$ cat src/rtl/prbs_irq_pkg.sv
// Shared constants and carrier types for the pattern checker and event request logic
package prbs_irq_pkg;

  // ----------------------------------------------------------------
  // Bus and datapath widths
  // ----------------------------------------------------------------
  localparam int ADDR_W = 12;
  localparam int DATA_W = 8;
  localparam int GROUP_W = 32;

  // ----------------------------------------------------------------
  // Register offsets
  // ----------------------------------------------------------------
  localparam logic [ADDR_W-1:0] CHIP_EVENT_ENABLE_A = 12'h01F;
  localparam logic [ADDR_W-1:0] CHIP_EVENT_ENABLE_B = 12'h020;
  localparam logic [ADDR_W-1:0] CHIP_EVENT_ENABLE_C = 12'h021;
  localparam logic [ADDR_W-1:0] CHIP_EVENT_STATUS_A = 12'h023;
  localparam logic [ADDR_W-1:0] CHIP_EVENT_STATUS_B = 12'h024;
  localparam logic [ADDR_W-1:0] CHIP_EVENT_STATUS_C = 12'h025;
  localparam logic [ADDR_W-1:0] PATTERN_CHECK_CONTROL = 12'h14B;
  localparam logic [ADDR_W-1:0] PATTERN_ERRORS_I = 12'h14C;
  localparam logic [ADDR_W-1:0] PATTERN_ERRORS_Q = 12'h14D;
  localparam logic [ADDR_W-1:0] LANE_EVENT_CLEAR_FIRST = 12'h46D;
  localparam logic [ADDR_W-1:0] LANE_EVENT_CLEAR_LAST = 12'h46F;
  localparam logic [ADDR_W-1:0] LINK_EVENT_CLEAR_FIRST = 12'h470;
  localparam logic [ADDR_W-1:0] LINK_EVENT_CLEAR_LAST = 12'h473;
  localparam logic [ADDR_W-1:0] LINK_EVENT_ENABLE_STATUS = 12'h47A;
  localparam logic [ADDR_W-1:0] LINK_EXTRA_EVENT_CTRL = 12'h47B;

  // ----------------------------------------------------------------
  // Field positions
  // ----------------------------------------------------------------
  localparam int CTRL_EN_BIT = 0;
  localparam int CTRL_RST_BIT = 1;
  localparam int CTRL_SEL_BIT = 2;
  localparam int CTRL_PASS_I_BIT = 6;
  localparam int CTRL_PASS_Q_BIT = 7;
  localparam int EXTRA_EN_BIT = 3;
  localparam int EXTRA_ST_BIT = 4;
  localparam int CHIP_PRBS_I_IDX = 8;
  localparam int CHIP_PRBS_Q_IDX = 9;

  // ----------------------------------------------------------------
  // Event counts and grouping
  // ----------------------------------------------------------------
  localparam int CHIP_EVENTS = 24;
  localparam int LANE_EVENTS = 12;
  localparam int LANES_PER_REG = 4;
  localparam int LINK_EVENTS = 8;
  localparam int LINKS_PER_REG = 2;
  localparam int LANE_EN_BASE = 0;
  localparam int LINK_EN_BASE = 3;

  // ----------------------------------------------------------------
  // Reset values
  // ----------------------------------------------------------------
  localparam logic [DATA_W-1:0] CHIP_EN_RST = 8'h00;
  localparam logic [DATA_W-1:0] LINK_EN_RST = 8'h00;
  localparam logic EXTRA_EN_RST = 1'b1;
  localparam logic [2:0] CTRL_RST_VAL = 3'h0;
  localparam logic [DATA_W-1:0] ERR_CNT_RST = 8'h00;

  // ----------------------------------------------------------------
  // Pattern feedback taps
  // ----------------------------------------------------------------
  localparam int PRBS7_TAP_A = 7;
  localparam int PRBS7_TAP_B = 6;
  localparam int PRBS15_TAP_A = 15;
  localparam int PRBS15_TAP_B = 14;

  // ----------------------------------------------------------------
  // Carrier types
  // ----------------------------------------------------------------
  typedef struct packed {
    logic wr;
    logic rd;
    logic [ADDR_W-1:0] addr;
    logic [DATA_W-1:0] wdata;
  } reg_req_s;

  typedef struct packed {
    logic valid;
    logic [GROUP_W-1:0] i;
    logic [GROUP_W-1:0] q;
  } dp_group_s;

endpackage : prbs_irq_pkg

$ cat src/rtl/prbs_check_and_event_irq.sv
// Datapath pattern checker with chip, lane and link event request logic
`timescale 1ns/100ps
module prbs_check_and_event_irq (
  input wire logic clk,
  input wire logic sys_rst,
  input wire prbs_irq_pkg::reg_req_s reg_req,
  output logic [prbs_irq_pkg::DATA_W-1:0] reg_rdata,
  input wire prbs_irq_pkg::dp_group_s dp_group,
  input wire logic [prbs_irq_pkg::CHIP_EVENTS-1:0] chip_event_in,
  input wire logic [prbs_irq_pkg::LANE_EVENTS-1:0] lane_event_in,
  input wire logic [prbs_irq_pkg::LINK_EVENTS-1:0] link_event_in,
  input wire logic extra_event_in,
  output logic irq_n_out,
  output logic irq_n_oe
);
  import prbs_irq_pkg::*;

  // ----------------------------------------------------------------
  // Helpers
  // ----------------------------------------------------------------
  // Self-synchronising check: each new bit is predicted from received bits
  function automatic logic group_bad(input logic [GROUP_W-1:0] prev,
                                     input logic [GROUP_W-1:0] cur,
                                     input logic sel);
    logic [2*GROUP_W-1:0] s;
    logic bad;
    int ta;
    int tb;
    s = {cur, prev};
    bad = 1'b0;
    ta = sel ? PRBS15_TAP_A : PRBS7_TAP_A;
    tb = sel ? PRBS15_TAP_B : PRBS7_TAP_B;
    for (int j = GROUP_W; j < 2 * GROUP_W; j++)
      bad = bad | (s[j] ^ s[j - ta] ^ s[j - tb]);
    return bad;
  endfunction : group_bad

  // Saturating count so a busy link never wraps back to a clean reading
  function automatic logic [DATA_W-1:0] sat_inc(input logic [DATA_W-1:0] v);
    return (&v) ? v : DATA_W'(v + 1'b1);
  endfunction : sat_inc

  // ----------------------------------------------------------------
  // Register state
  // ----------------------------------------------------------------
  logic [CHIP_EVENTS-1:0] chip_en_reg;
  logic [DATA_W-1:0] link_en_reg;
  logic extra_en_reg;
  logic [2:0] ctrl_reg;
  logic [DATA_W-1:0] err_i_reg;
  logic [DATA_W-1:0] err_q_reg;
  logic [GROUP_W-1:0] prev_i_reg;
  logic [GROUP_W-1:0] prev_q_reg;
  logic prev_valid_reg;
  logic [CHIP_EVENTS-1:0] chip_clr_reg;
  logic [LANE_EVENTS-1:0] lane_clr_reg;
  logic [LINK_EVENTS-1:0] link_clr_reg;
  logic extra_clr_reg;
  logic [DATA_W-1:0] rdata_reg;
  logic irq_oe_reg;
  logic [DATA_W-1:0] rd_next;

  logic chk_run;
  logic fail_i;
  logic fail_q;
  logic [CHIP_EVENTS-1:0] chip_ev;
  logic [CHIP_EVENTS-1:0] chip_src;
  logic [CHIP_EVENTS-1:0] chip_view;
  logic [LANE_EVENTS-1:0] lane_en;
  logic [LANE_EVENTS-1:0] lane_src;
  logic [LINK_EVENTS-1:0] link_en;
  logic [LINK_EVENTS-1:0] link_src;
  logic extra_src;
  logic [DATA_W-1:0] link_status;
  logic any_src;

  // ----------------------------------------------------------------
  // Register writes
  // ----------------------------------------------------------------
  // Chip enables, readable back as stored
  always_ff @(posedge clk or posedge sys_rst)
  begin
    if (sys_rst)
      chip_en_reg <= {3{CHIP_EN_RST}};
    else if (reg_req.wr)
    begin
      for (int r = 0; r < 3; r++)
        if (reg_req.addr == ADDR_W'(CHIP_EVENT_ENABLE_A + r))
          chip_en_reg[r*DATA_W +: DATA_W] <= reg_req.wdata;
    end
  end

  // Link enables are write-only; the same address reads link status
  always_ff @(posedge clk or posedge sys_rst)
  begin
    if (sys_rst)
      link_en_reg <= LINK_EN_RST;
    else if (reg_req.wr && reg_req.addr == LINK_EVENT_ENABLE_STATUS)
      link_en_reg <= reg_req.wdata;
  end

  // Extra link event enable comes up set
  always_ff @(posedge clk or posedge sys_rst)
  begin
    if (sys_rst)
      extra_en_reg <= EXTRA_EN_RST;
    else if (reg_req.wr && reg_req.addr == LINK_EXTRA_EVENT_CTRL)
      extra_en_reg <= reg_req.wdata[EXTRA_EN_BIT];
  end

  // Checker control: enable, reset and pattern select
  always_ff @(posedge clk or posedge sys_rst)
  begin
    if (sys_rst)
      ctrl_reg <= CTRL_RST_VAL;
    else if (reg_req.wr && reg_req.addr == PATTERN_CHECK_CONTROL)
      ctrl_reg <= reg_req.wdata[2:0];
  end

  // ----------------------------------------------------------------
  // Clear strobes
  // ----------------------------------------------------------------
  // One-cycle pulses; clear bits never store a value
  always_ff @(posedge clk or posedge sys_rst)
  begin
    if (sys_rst)
    begin
      chip_clr_reg <= '0;
      lane_clr_reg <= '0;
      link_clr_reg <= '0;
      extra_clr_reg <= 1'b0;
    end
    else
    begin
      chip_clr_reg <= '0;
      lane_clr_reg <= '0;
      link_clr_reg <= '0;
      extra_clr_reg <= 1'b0;
      if (reg_req.wr)
      begin
        for (int r = 0; r < 3; r++)
          if (reg_req.addr == ADDR_W'(CHIP_EVENT_STATUS_A + r))
            chip_clr_reg[r*DATA_W +: DATA_W] <= reg_req.wdata;
        for (int r = 0; r < 3; r++)
          if (reg_req.addr == ADDR_W'(LANE_EVENT_CLEAR_FIRST + r))
            lane_clr_reg[r*LANES_PER_REG +: LANES_PER_REG] <=
              reg_req.wdata[LANES_PER_REG-1:0];
        for (int r = 0; r < 4; r++)
          if (reg_req.addr == ADDR_W'(LINK_EVENT_CLEAR_FIRST + r))
            link_clr_reg[r*LINKS_PER_REG +: LINKS_PER_REG] <=
              reg_req.wdata[LINKS_PER_REG-1:0];
        if (reg_req.addr == LINK_EXTRA_EVENT_CTRL)
          extra_clr_reg <= reg_req.wdata[EXTRA_ST_BIT];
      end
    end
  end

  // ----------------------------------------------------------------
  // Pattern checker
  // ----------------------------------------------------------------
  assign chk_run = ctrl_reg[CTRL_EN_BIT] & ~ctrl_reg[CTRL_RST_BIT];

  // Previous group held as the reference for the next one
  always_ff @(posedge clk or posedge sys_rst)
  begin
    if (sys_rst)
    begin
      prev_i_reg <= '0;
      prev_q_reg <= '0;
      prev_valid_reg <= 1'b0;
    end
    else if (!chk_run)
      prev_valid_reg <= 1'b0;
    else if (dp_group.valid)
    begin
      prev_i_reg <= dp_group.i;
      prev_q_reg <= dp_group.q;
      prev_valid_reg <= 1'b1;
    end
  end

  // Counts cleared by the checker reset, held while simply disabled
  always_ff @(posedge clk or posedge sys_rst)
  begin
    if (sys_rst)
    begin
      err_i_reg <= ERR_CNT_RST;
      err_q_reg <= ERR_CNT_RST;
    end
    else if (ctrl_reg[CTRL_RST_BIT])
    begin
      err_i_reg <= ERR_CNT_RST;
      err_q_reg <= ERR_CNT_RST;
    end
    else if (chk_run && dp_group.valid && prev_valid_reg)
    begin
      if (group_bad(prev_i_reg, dp_group.i, ctrl_reg[CTRL_SEL_BIT]))
        err_i_reg <= sat_inc(err_i_reg);
      if (group_bad(prev_q_reg, dp_group.q, ctrl_reg[CTRL_SEL_BIT]))
        err_q_reg <= sat_inc(err_q_reg);
    end
  end

  assign fail_i = |err_i_reg;
  assign fail_q = |err_q_reg;

  // ----------------------------------------------------------------
  // Event latches
  // ----------------------------------------------------------------
  // Checker failures replace two chip event inputs
  always_comb
  begin
    chip_ev = chip_event_in;
    chip_ev[CHIP_PRBS_I_IDX] = fail_i;
    chip_ev[CHIP_PRBS_Q_IDX] = fail_q;
  end

  // Each link enable bit gates one clear register's worth of events
  always_comb
  begin
    lane_en = '0;
    link_en = '0;
    for (int k = 0; k < LANE_EVENTS; k++)
      lane_en[k] = link_en_reg[LANE_EN_BASE + k / LANES_PER_REG];
    for (int k = 0; k < LINK_EVENTS; k++)
      link_en[k] = link_en_reg[LINK_EN_BASE + k / LINKS_PER_REG];
  end

  event_latch #(.N(CHIP_EVENTS)) u_chip (
    .clk(clk),
    .sys_rst(sys_rst),
    .event_in(chip_ev),
    .enable(chip_en_reg),
    .clear(chip_clr_reg),
    .source(chip_src)
  );

  event_latch #(.N(LANE_EVENTS)) u_lane (
    .clk(clk),
    .sys_rst(sys_rst),
    .event_in(lane_event_in),
    .enable(lane_en),
    .clear(lane_clr_reg),
    .source(lane_src)
  );

  event_latch #(.N(LINK_EVENTS)) u_link (
    .clk(clk),
    .sys_rst(sys_rst),
    .event_in(link_event_in),
    .enable(link_en),
    .clear(link_clr_reg),
    .source(link_src)
  );

  event_latch #(.N(1)) u_extra (
    .clk(clk),
    .sys_rst(sys_rst),
    .event_in(extra_event_in),
    .enable(extra_en_reg),
    .clear(extra_clr_reg),
    .source(extra_src)
  );

  // ----------------------------------------------------------------
  // Status views and request pin
  // ----------------------------------------------------------------
  // Chip view is live: source when enabled, raw event when not
  assign chip_view = (chip_en_reg & chip_src) | (~chip_en_reg & chip_ev);

  // Link status: sources are already zero while disabled
  always_comb
  begin
    link_status = '0;
    for (int g = 0; g < 3; g++)
      link_status[LANE_EN_BASE + g] = |lane_src[g*LANES_PER_REG +: LANES_PER_REG];
    for (int g = 0; g < 4; g++)
      link_status[LINK_EN_BASE + g] = |link_src[g*LINKS_PER_REG +: LINKS_PER_REG];
  end

  assign any_src = (|chip_src) | (|lane_src) | (|link_src) | extra_src;

  // Registered enable keeps the shared pin glitch free
  always_ff @(posedge clk or posedge sys_rst)
  begin
    if (sys_rst)
      irq_oe_reg <= 1'b0;
    else
      irq_oe_reg <= any_src;
  end

  assign irq_n_out = 1'b0;
  assign irq_n_oe = irq_oe_reg;

  // ----------------------------------------------------------------
  // Register reads
  // ----------------------------------------------------------------
  // Unmapped addresses read zero
  always_comb
  begin
    rd_next = '0;
    for (int r = 0; r < 3; r++)
    begin
      if (reg_req.addr == ADDR_W'(CHIP_EVENT_ENABLE_A + r))
        rd_next = chip_en_reg[r*DATA_W +: DATA_W];
      if (reg_req.addr == ADDR_W'(CHIP_EVENT_STATUS_A + r))
        rd_next = chip_view[r*DATA_W +: DATA_W];
    end
    case (reg_req.addr)
      PATTERN_CHECK_CONTROL:
        rd_next = {~fail_q, ~fail_i, 3'h0, ctrl_reg};
      PATTERN_ERRORS_I:
        rd_next = err_i_reg;
      PATTERN_ERRORS_Q:
        rd_next = err_q_reg;
      LINK_EVENT_ENABLE_STATUS:
        rd_next = link_status;
      LINK_EXTRA_EVENT_CTRL:
      begin
        rd_next[EXTRA_EN_BIT] = extra_en_reg;
        rd_next[EXTRA_ST_BIT] = extra_src;
      end
      default:
        ;
    endcase
  end

  always_ff @(posedge clk or posedge sys_rst)
  begin
    if (sys_rst)
      rdata_reg <= '0;
    else if (reg_req.rd)
      rdata_reg <= rd_next;
  end

  assign reg_rdata = rdata_reg;
endmodule : prbs_check_and_event_irq

$ cat src/rtl/event_latch.sv
// Edge-triggered latched interrupt sources for a group of events
`timescale 1ns/100ps
module event_latch #(
  parameter int N = 1
) (
  input wire logic clk,
  input wire logic sys_rst,
  input wire logic [N-1:0] event_in,
  input wire logic [N-1:0] enable,
  input wire logic [N-1:0] clear,
  output logic [N-1:0] source
);

  logic [N-1:0] prev_reg;
  logic [N-1:0] source_reg;
  logic [N-1:0] rise;

  // ----------------------------------------------------------------
  // Edge detection
  // ----------------------------------------------------------------
  // Previous event level, tracked even while disabled so enabling is not an edge
  always_ff @(posedge clk or posedge sys_rst)
  begin
    if (sys_rst)
      prev_reg <= '0;
    else
      prev_reg <= event_in;
  end

  assign rise = event_in & ~prev_reg;

  // ----------------------------------------------------------------
  // Latched sources
  // ----------------------------------------------------------------
  // Set beats clear so an edge in the clear cycle is never lost
  always_ff @(posedge clk or posedge sys_rst)
  begin
    if (sys_rst)
      source_reg <= '0;
    else
      source_reg <= enable & ((source_reg & ~clear) | rise);
  end

  assign source = source_reg;
endmodule : event_latch

$ cat config.mk
export PLATFORM = sky130hd
export DESIGN_NAME = prbs_check_and_event_irq
export DESIGN_NICKNAME = d
export VERILOG_FILES = /design/src/rtl/prbs_irq_pkg.sv /design/src/rtl/prbs_check_and_event_irq.sv /design/src/rtl/event_latch.sv
export SDC_FILE = /design/constraint.sdc
export NUM_CORES = 1
export LEC_CHECK = 0
export ABC_AREA = 1
export BUFFER_PORTS_ARGS = -buffer_cell sky130_fd_sc_hd__buf_2
export CAP_MARGIN = 20
export CORE_ASPECT_RATIO = 0.9
export CORE_MARGIN = 4
export CORE_UTILIZATION = 28
export CTS_CLUSTER_SIZE = 16
export DETAILED_ROUTE_END_ITERATION = 12
export HOLD_SLACK_MARGIN = 0.12
export PLACE_DENSITY = 0.54
export SETUP_SLACK_MARGIN = 0.2
export SLEW_MARGIN = 20
export SYNTH_ARGS = -nofsm -noshare
export SYNTH_HDL_FRONTEND = slang
export SYNTH_SLANG_ARGS = --single-unit
$ cat constraint.sdc
create_clock -name clk -period 7.25 [get_ports clk]
set_input_delay 1.0875 -clock clk [delete_from_list [all_inputs] [get_ports clk]]
set_output_delay 1.0875 -clock clk [all_outputs]
set_load 0.02 [all_outputs]
======== After elaboration in Yosys (flattened, before gate mapping) ========
Cells that the tools add are included.
cells by class
  add/sub/neg operators ................... 66
  eq/ne operators ......................... 21
  mux-type cells .......................... 420
  bitwise logic cells ..................... 225
  reductions and logical operators ........ 28
  $lt $le $gt $ge ......................... 64
operators by type and width
  cell                    count
  $bmux W1 S6             128
  $lt A7 B8 Y1 const B    64
  $sub A6 B4 Y7 const A   64
  $mux W1                 260
  $mux W8                 18
  $xor A1 B1 Y1           128
  $and A24 B24 Y24        5
  $eq A12 B11 Y1 const B  9
  $not A24 Y24            3
  $or A1 B1 Y1            66
  $eq A12 B6 Y1 const B   5
  $or A24 B24 Y24         2
  $and A12 B12 Y12        3
  $eq A12 B9 Y1 const B   3
  $and A8 B8 Y8           3
  $mux W24                1
  $not A12 Y12            2
  $pmux W3 S4             2
  $reduce_or A24 Y1       1
  $reduce_or A8 Y1        3
  $mux W4                 5
  $add A8 B1 Y8 const B   2
  $not A8 Y8              2
  $reduce_and A8 Y1       2
  other kinds (16)        43
word-level totals
  output and inout bits ................... 10
  bits of input ports ..................... 134
  register bits ........................... 260

======== Longest topological paths before layout ========
Gate-level depths: netlist (run 1).
  word-level depth ........................ 41
  depth in mapped cells ................... 18
  mapped depth without buffers ............ 17

======== Hierarchy ========
From an unflattened synthesis (run 1), not the netlist that was laid out.
unflattened totals
  cell total of the unflattened synthesis .. 1,811
  area, all modules ....................... 12,814.8 um2
modules (own cells, without submodules)
  module                    area an instance (um2)  instances  cells each  sequential area each (um2)
  prbs_check_and_event_irq  9,308.9                 1          1,447       3,404.5
  event_latch (u_chip)      1,865.5                 1          193         1,201.2
  event_latch (u_lane)      934.6                   1          97          600.6
  event_latch (u_link)      624.3                   1          65          400.4
  event_latch (u_extra)     81.3                    1          9           50.0

======== Worst setup path after synthesis (run 1) ========
OpenSTA, ideal clock, no wires.
  path kind ............................... input to register
  start ................................... input port reg_req[17] (netlist bit)
  end ..................................... register rdata_reg[0] (netlist: reg_rdata[0])
  stages .................................. 9
  setup time .............................. 65 ps
  slack ................................... 4,693 ps
  path buffers ............................ 0
  arrival ................................. 2,492 ps
  cells stage by stage .................... nor2_1 -> nand2_1 -> nor4_1 -> nand2_1 -> o211ai_1 -> nor2_1 -> nand4_1 -> nand2_1 -> nand2_1
between the ends
  word-level cells in the longest chain between the ends .. 8
  elaborated cells between the ends (all ways) .. 17
RTL lines
  what                  line                             RTL
  from (decl)           prbs_check_and_event_irq.sv:6    input wire prbs_irq_pkg::reg_req_s reg_req,
  $eq A12 B5 Y1         prbs_check_and_event_irq.sv:304  if (reg_req.addr == ADDR_W'(CHIP_EVENT_ENABLE_A + r))
  $mux W8               prbs_check_and_event_irq.sv:304
  $mux W8               prbs_check_and_event_irq.sv:306  if (reg_req.addr == ADDR_W'(CHIP_EVENT_STATUS_A + r))
  $mux W8               prbs_check_and_event_irq.sv:304
  $mux W8               prbs_check_and_event_irq.sv:306
  $mux W8               prbs_check_and_event_irq.sv:304
  $mux W8               prbs_check_and_event_irq.sv:306
  $pmux W3 S4 (*)       prbs_check_and_event_irq.sv:309  case (reg_req.addr)
  to (signal assigned)  prbs_check_and_event_irq.sv:333  rdata_reg <= rd_next;
  to (decl)             prbs_check_and_event_irq.sv:59   logic [DATA_W-1:0] rdata_reg;
Every way passes the cells marked *; elsewhere a longest branch is shown, timed or not.
A chain may end at the register's enable or synchronous reset.

======== Worst setup path in the final report (run 1) ========
  start ................................... register ctrl_reg[2]
  end ..................................... register err_i_reg[2]
between the ends
  word-level cells in the longest chain between the ends .. 40
  elaborated cells between the ends (all ways) .. 355
RTL lines
  what                                         line                             RTL
  from (decl)                                  prbs_check_and_event_irq.sv:49   logic [2:0] ctrl_reg;
  from (signal assigned)                       prbs_check_and_event_irq.sv:117  ctrl_reg <= reg_req.wdata[2:0];
  $mux W4                                      prbs_check_and_event_irq.sv:31   ta = sel ? PRBS15_TAP_A : PRBS7_TAP_A;
  $sub A6 B4 Y7                                prbs_check_and_event_irq.sv:34   bad = bad | (s[j] ^ s[j - ta] ^ s[j - tb]);
  $bmux W1 S6                                  prbs_check_and_event_irq.sv:34
  $mux W1 (not written as such) (2 in series)  prbs_check_and_event_irq.sv:34
  $xor A1 B1 Y1 (2 in series)                  prbs_check_and_event_irq.sv:34
  $or A1 B1 Y1 (30 in series)                  prbs_check_and_event_irq.sv:34
  $or A1 B1 Y1 (*)                             prbs_check_and_event_irq.sv:34
  $reduce_bool A2 Y1 (no source line) (*)      n/a
  $reduce_and A3 Y1 (no source line) (*)       n/a
  to (signal assigned)                         prbs_check_and_event_irq.sv:198  err_i_reg <= sat_inc(err_i_reg);
  to (decl)                                    prbs_check_and_event_irq.sv:50   logic [DATA_W-1:0] err_i_reg;
Every way passes the cells marked *; elsewhere a longest branch is shown, timed or not. The select of a mux whose other input is x is not followed.

==> results of run 1 <==
## critical path, cell delays in order (launching register included)
cell and delay [ns]:
dfrtp_4 0.79, buf_4 0.63, nand2_1 0.14, nand2_1 0.15, xor2_1 0.20, nand2_1 0.06, o21ai_1 0.09, nand3_1 0.13
nor2_1 0.33, nand3_2 0.24, nand3_2 0.21, nand2_1 0.07, nand2_1 0.06
## Yosys cell counts (4+ instances only)
cell type / n / area share (%)
a21oi_1: 10 / 0.41
buf_2: 9 / 0.37
buf_4: 7 / 0.43
clkbuf_1: 18 / 0.56
clkinv_1: 4 / 0.12
dfrtp_1: 225 / 46
ha_1: 4 / 0.41
inv_1: 251 / 7.8
nand2_1: 561 / 17
nand3_1: 147 / 6.1
nand3_2: 4 / 0.33
nand3b_1: 9 / 0.56
nand4_1: 34 / 1.8
nor2_1: 153 / 4.7
nor3_1: 11 / 0.45
nor4_1: 15 / 0.77
o211ai_1: 8 / 0.50
o21ai_0: 126 / 5.2
o21ai_1: 8 / 0.33
o22ai_1: 43 / 2.2
o32ai_1: 8 / 0.58
xor2_1: 13 / 0.94
## layout make-up
cell class / count / area [um2]
flip-flops and latches: 226 / 5660
fillers: 4655 / 28600
clock inverters: 13 / 145
repair buffers: 148 / 773
inverters: 256 / 965
clock buffers: 35 / 736
well taps: 555 / 694
diodes: 2 / 5.00
multi-input cells: 1172 / 5300
## power breakdown
group          switching (mW)  total [mW]  internal (mW)
clock network           0.555        1.35          0.792
logic                   0.186       0.274         0.0882
registers              0.0109        1.30           1.28
## routing by layer
layer / vias to the layer above / global-route usage (%) / part of all wire (%)
li1: 5693 / - / -
met1: 5152 / 22.9 / 49
met2: 270 / 24.5 / 44
met3: 55 / 2.00 / 4.7
met4: 2 / 4.73 / 2.4
met5: - / 0 / 0.022
## cells by family after synthesis
group	Yosys count	synth area share (%)
multiplexers	2	0.176
adder cells (fa/ha/maj)	4	0.413
buffers and inverters	293	9.58
AND/OR/NAND/NOR	944	32.6
AO/OA/AOI/OAI	208	9.54
other	1	0.0310
XOR/XNOR	13	0.940
flip-flops	226	46.7
## worst paths after layout
kind / from / endpoint / slack [ns] / cells past startpoint
max: ctrl_reg[2] / err_i_reg[2] / 4.05 / 12
min: u_chip.prev_reg[1] / u_chip.source[1] / 0.42 / 1
max reg2reg: ctrl_reg[2] / err_i_reg[2] / 4.05 / 12
min reg2reg: u_chip.prev_reg[1] / u_chip.source[1] / 0.42 / 1
max in group asynchronous: sys_rst / chip_clr_reg[12] / 5.15 / 4
min in group asynchronous: sys_rst / reg_rdata[5] / 0.74 / 3
## per-stage QoR
step,hold slack (ns),utilization [%],power (mW)
after floorplan,0.410,-,1.48
after global placement,0.413,31.2,1.59
after detailed placement,0.417,31.2,1.59
after CTS,0.426,33.3,2.96
after global routing,0.444,33.3,3.05
final,0.424,33.3,2.92
==> impl_metrics.yaml, run 1 <==
min_path:
  hold_class: "reg -> reg"
critical_path:
  worstPathArrival_ns: 3.68
  start_kind: "flip-flop"
  required_ns: 7.73
  cp_max_fo: 66
  worstSetupPathType: "reg -> reg"
  critPathCaptureType: "flip-flop"
timing:
  period_needed_ns: 3.20
  fin_setup_tns_ns: 0
  slew_headroom_pct: 38.0
  post-route-worst-setup-slack_ns: 4.05
  slew_viol_final: 0
  finalHoldViolations: 0
  tightest_slew_ns: 0.923
  rsz0062_at_grt: "no"
  fmax_mhz: 313
  post-route-period-util_pct: 44.1
  final.setup_skew_ns: 0.0186
  setup_viol: 0
yosys:
  synth_area_um2: 12100
  synth_cell_types: 38
  ys_ff_latch: 226
  synthArstFlopShare_pct: 100
  seq_area_frac_synth_pct: 46.7
  syn_nets: 1829
  synthFlopType: "dfrtp_1"
  syn_inst: 1691
  yosys_warnings: 0
  synth_edf_count: 0
  avgSynthCellArea_um2: 7.16
routing:
  antenna_left: 0
  first_pass_iters: 5
  route.detailed.drc: 0
  wl_per_cell_um: 15.3
  num_vias: 11200
  totalWireLength_um: 36900
  first_iter_violations: 797
  drt-vias-per-instance: 4.64
global_routing:
  grt_overflow_total: 0
  grt_pass1_wl_um: 58600
  grt_max_degree: 161
  grt_use_total_pct: 15.7
  grt_pass1_vias: 10600
  antenna_found_initial: 3
power_and_ir_drop:
  p_leak_nw: 7.31
  peakVddDrop_uv: 159
  pwr_density_cell_nw_per_um2: 204
cells_and_area:
  final_common_cell: "nand2_1"
  instances_no_fill: 2407
  final_area_um2: 14300
  final_cell_mix: "561 x nand2_1, 250 x inv_1, 224 x dfrtp_1"
  syn2layout_area_growth_pct: 17.9
  drive_above_1_share_pct: 11.1
  fin_nets: 1969
place:
  io_buffers: 140
  place_area_um2: 13400
  gp_congestion: 0.910
  dp_cells: 2357
  dp.final_hpwl_um: 28100
  post-place-ws_ns: 4.07
clock_tree:
  postCtsSetupRepairBufs: 0
  clk_pin_slew_worst_paths_ns: 0.06
  cts_buffer_depth: 3
  clkSinkCount: 226
  cts_buffers: 27
  post_cts_resize_count: 0
  worstSkewPairLatency_ns: 0.55
  cts_max_level: 1
  cts_hold_buf: 0
  clockRootBuffer: "clkbuf_16"
  cts_tree: "done"
die:
  io_pins: 144
  die_w_um: 227
  die_h_um: 205
  start_util_pct: 28.2
  core-area_um2: 42900
  die_area_um2: 46600
  num_rows: 72
flow_run:
  drv_cap: 0
run_status:
  outcome: "finished, final reports clean"
Power figures use the tool's default switching activity.
==> inputs of run 2 (changes only) <==
==> constraint.sdc (replaced) <==
create_clock -name clk -period 2.65 [get_ports clk]
set_input_delay 0.3975 -clock clk [delete_from_list [all_inputs] [get_ports clk]]
set_output_delay 0.3975 -clock clk [all_outputs]
set_load 0.02 [all_outputs]
==> impl_metrics.yaml, run 2 (synthesis gave the netlist of run 1 again) <==
cells_and_area:
  final_cell_mix: "560 x nand2_1, 250 x inv_1, 224 x dfrtp_1"
  fin_nets: 2041
  final_common_cell: "nand2_1"
  syn2layout_area_growth_pct: 26.3
  drive_above_1_share_pct: 12.1
  fillers: 4520
  final_area_um2: 15300
global_routing:
  grt_use_total_pct: 16.2
  met2_usage_pct: 25.5
  gr-usage-met1_pct: 23.6
  antenna_found_initial: 1
  grt_overflow_total: 0
  use_met3_pct: 2.00
  grt_max_degree: 49
  grt_pass1_vias: 10900
  gr-max-usage-layer: "met2"
  grt_pass1_wl_um: 60200
critical_path:
  cp_slowest_stage_delay_ns: 0.54
  r2r-start: "ctrl_reg[2]"
  cp_cell_sequence: "inv_6 > buf_12 > nand2_1 > nand3_1 > nand2_1 > nand2_1 > nand2_1 > inv_1 > nand2_1 > nor2_1 > nand2_1 > nor2_4 > nand3_4 > nand3_4 > nand2_1 > nand2_1"
  cp_max_fo: 11
  crit_buf_inv: 3
  cpMostUsedCell: "nand2_1"
  critPathCaptureType: "flip-flop"
  worstPathArrival_ns: 2.74
  endpoint: "err_i_reg[2]"
  startpoint: "ctrl_reg[2]"
  ff2ff_path_depth: 16
  worstSetupPathType: "reg -> reg"
  r2r_setup_slack_ns: 0.40
  cp.depth: 16
  r2r-end: "err_i_reg[2]"
  crit_family: "simple AND/OR/NAND/NOR gates"
  start_kind: "flip-flop"
  crit_slowest_cell: "dfrtp_4"
  required_ns: 3.14
flow_run:
  drv_cap: 0
die:
  die_w_um: 227
  core-area_um2: 42900
  io_pins: 144
  num_rows: 72
  start_util_pct: 28.2
  die_h_um: 205
  die_area_um2: 46600
power_and_ir_drop:
  pwr_density_cell_nw_per_um2: 573
  p_leak_nw: 7.77
  finalPower_mw: 8.76
  peakVddDrop_uv: 441
clock_tree:
  cts_buffer_depth: 3
  cts_buffers: 27
  cts_max_level: 1
  worstSkewPairLatency_ns: 0.56
  clkSinkCount: 226
  clockRootBuffer: "clkbuf_16"
  postCtsSetupRepairBufs: 0
  cts_tree: "done"
  clk_pin_slew_worst_paths_ns: 0.06
routing:
  drt-vias-per-instance: 4.65
  totalWireLength_um: 38700
  wl_per_cell_um: 15.6
  num_vias: 11500
  first_pass_iters: 5
  route.detailed.drc: 0
  first_iter_violations: 862
  antenna_left: 0
timing:
  slew_headroom_pct: 46.2
  tightest_slew_ns: 0.806
  period_needed_ns: 2.25
  final.setup_skew_ns: 0.0137
  post-route-period-util_pct: 84.8
  post-route-worst-setup-slack_ns: 0.403
  rsz0062_at_grt: "yes"
  setup_viol: 0
  slew_viol_final: 0
  finalHoldViolations: 0
  fin_setup_tns_ns: 0
  fmax_mhz: 445
place:
  post-place-ws_ns: 0.0663
  io_buffers: 140
  dp.final_hpwl_um: 29100
  place_area_um2: 13600
  gp_congestion: 0.912
run_status:
  outcome: "finished, final reports clean"
min_path:
  hold_class: "in -> reg"
==> run 2: per-stage QoR <==
stage,cells,util [%],hold slack [ns]
2_1_floorplan,1691,-,0.410
3_3_place_gp,2376,31.7,0.413
3_5_place_dp,2376,31.7,0.417
4_1_cts,2477,35.4,0.121
5_1_grt,2479,35.7,0.158
6_report,2480,35.7,0.149
==> run 2: per-layer routing <==
layer	vias to the layer above	routed length, um
met5	-	18
met4	2	834
met3	60	1840
met2	296	17500
met1	5336	18500
li1	5831	-
==> run 2: worst min path at each step <==
| stage | start | end | cells past startpoint | slack (ns) |
|---|---|---|---|---|
| floorplan | u_chip.prev_reg[0] | u_chip.source[0] | 1 | 0.41 |
| global placement | u_chip.prev_reg[7] | u_chip.source[7] | 1 | 0.41 |
| detailed placement | u_chip.prev_reg[7] | u_chip.source[7] | 1 | 0.42 |
| CTS | dp_group[63] | prev_i_reg[31] | 3 | 0.12 |
| global route | dp_group[61] | prev_i_reg[29] | 3 | 0.16 |
| finish | dp_group[57] | prev_i_reg[25] | 3 | 0.15 |
==> run 2: timing repair <==
action / 4_1_cts / 5_1_grt
pin swaps: 0 / 1
resized for setup: 1 / 17
endpoints found under the setup margin: 7 / 16
hold buffers: 51 / 0
hold endpoints to repair: 82 / 0
cloned: 0 / 2
==> run 2: cell type report <==
type | count | area [um2] | share of cell area, %
antenna | 1 | 2.50 | 0.0164
clock buffer | 36 | 769 | 5.03
clock inverter | 14 | 302 | 1.97
inverter | 256 | 970 | 6.34
multi-input combinational | 1172 | 5350 | 35.0
sequential | 226 | 5660 | 37.0
tap | 555 | 694 | 4.54
timing repair buffer | 220 | 1540 | 10.1
==> run 2: worst reg2reg max path, cell delays in order, from the launching register on <==
cell and delay [ns]:
dfrtp_4 0.54, inv_6 0.13, buf_12 0.15, nand2_1 0.10, nand3_1 0.10, nand2_1 0.09
nand2_1 0.10, nand2_1 0.05, inv_1 0.05, nand2_1 0.05, nor2_1 0.10, nand2_1 0.09
nor2_4 0.20, nand3_4 0.15, nand3_4 0.14, nand2_1 0.08, nand2_1 0.06
==> run 2: power breakdown <==
group / total [mW] / internal [mW] / switching [mW]
sequential: 3.54 / 3.52 / 0.0293
clock: 4.38 / 2.84 / 1.54
combinational: 0.837 / 0.304 / 0.532
total: 8.76 / 6.66 / 2.11
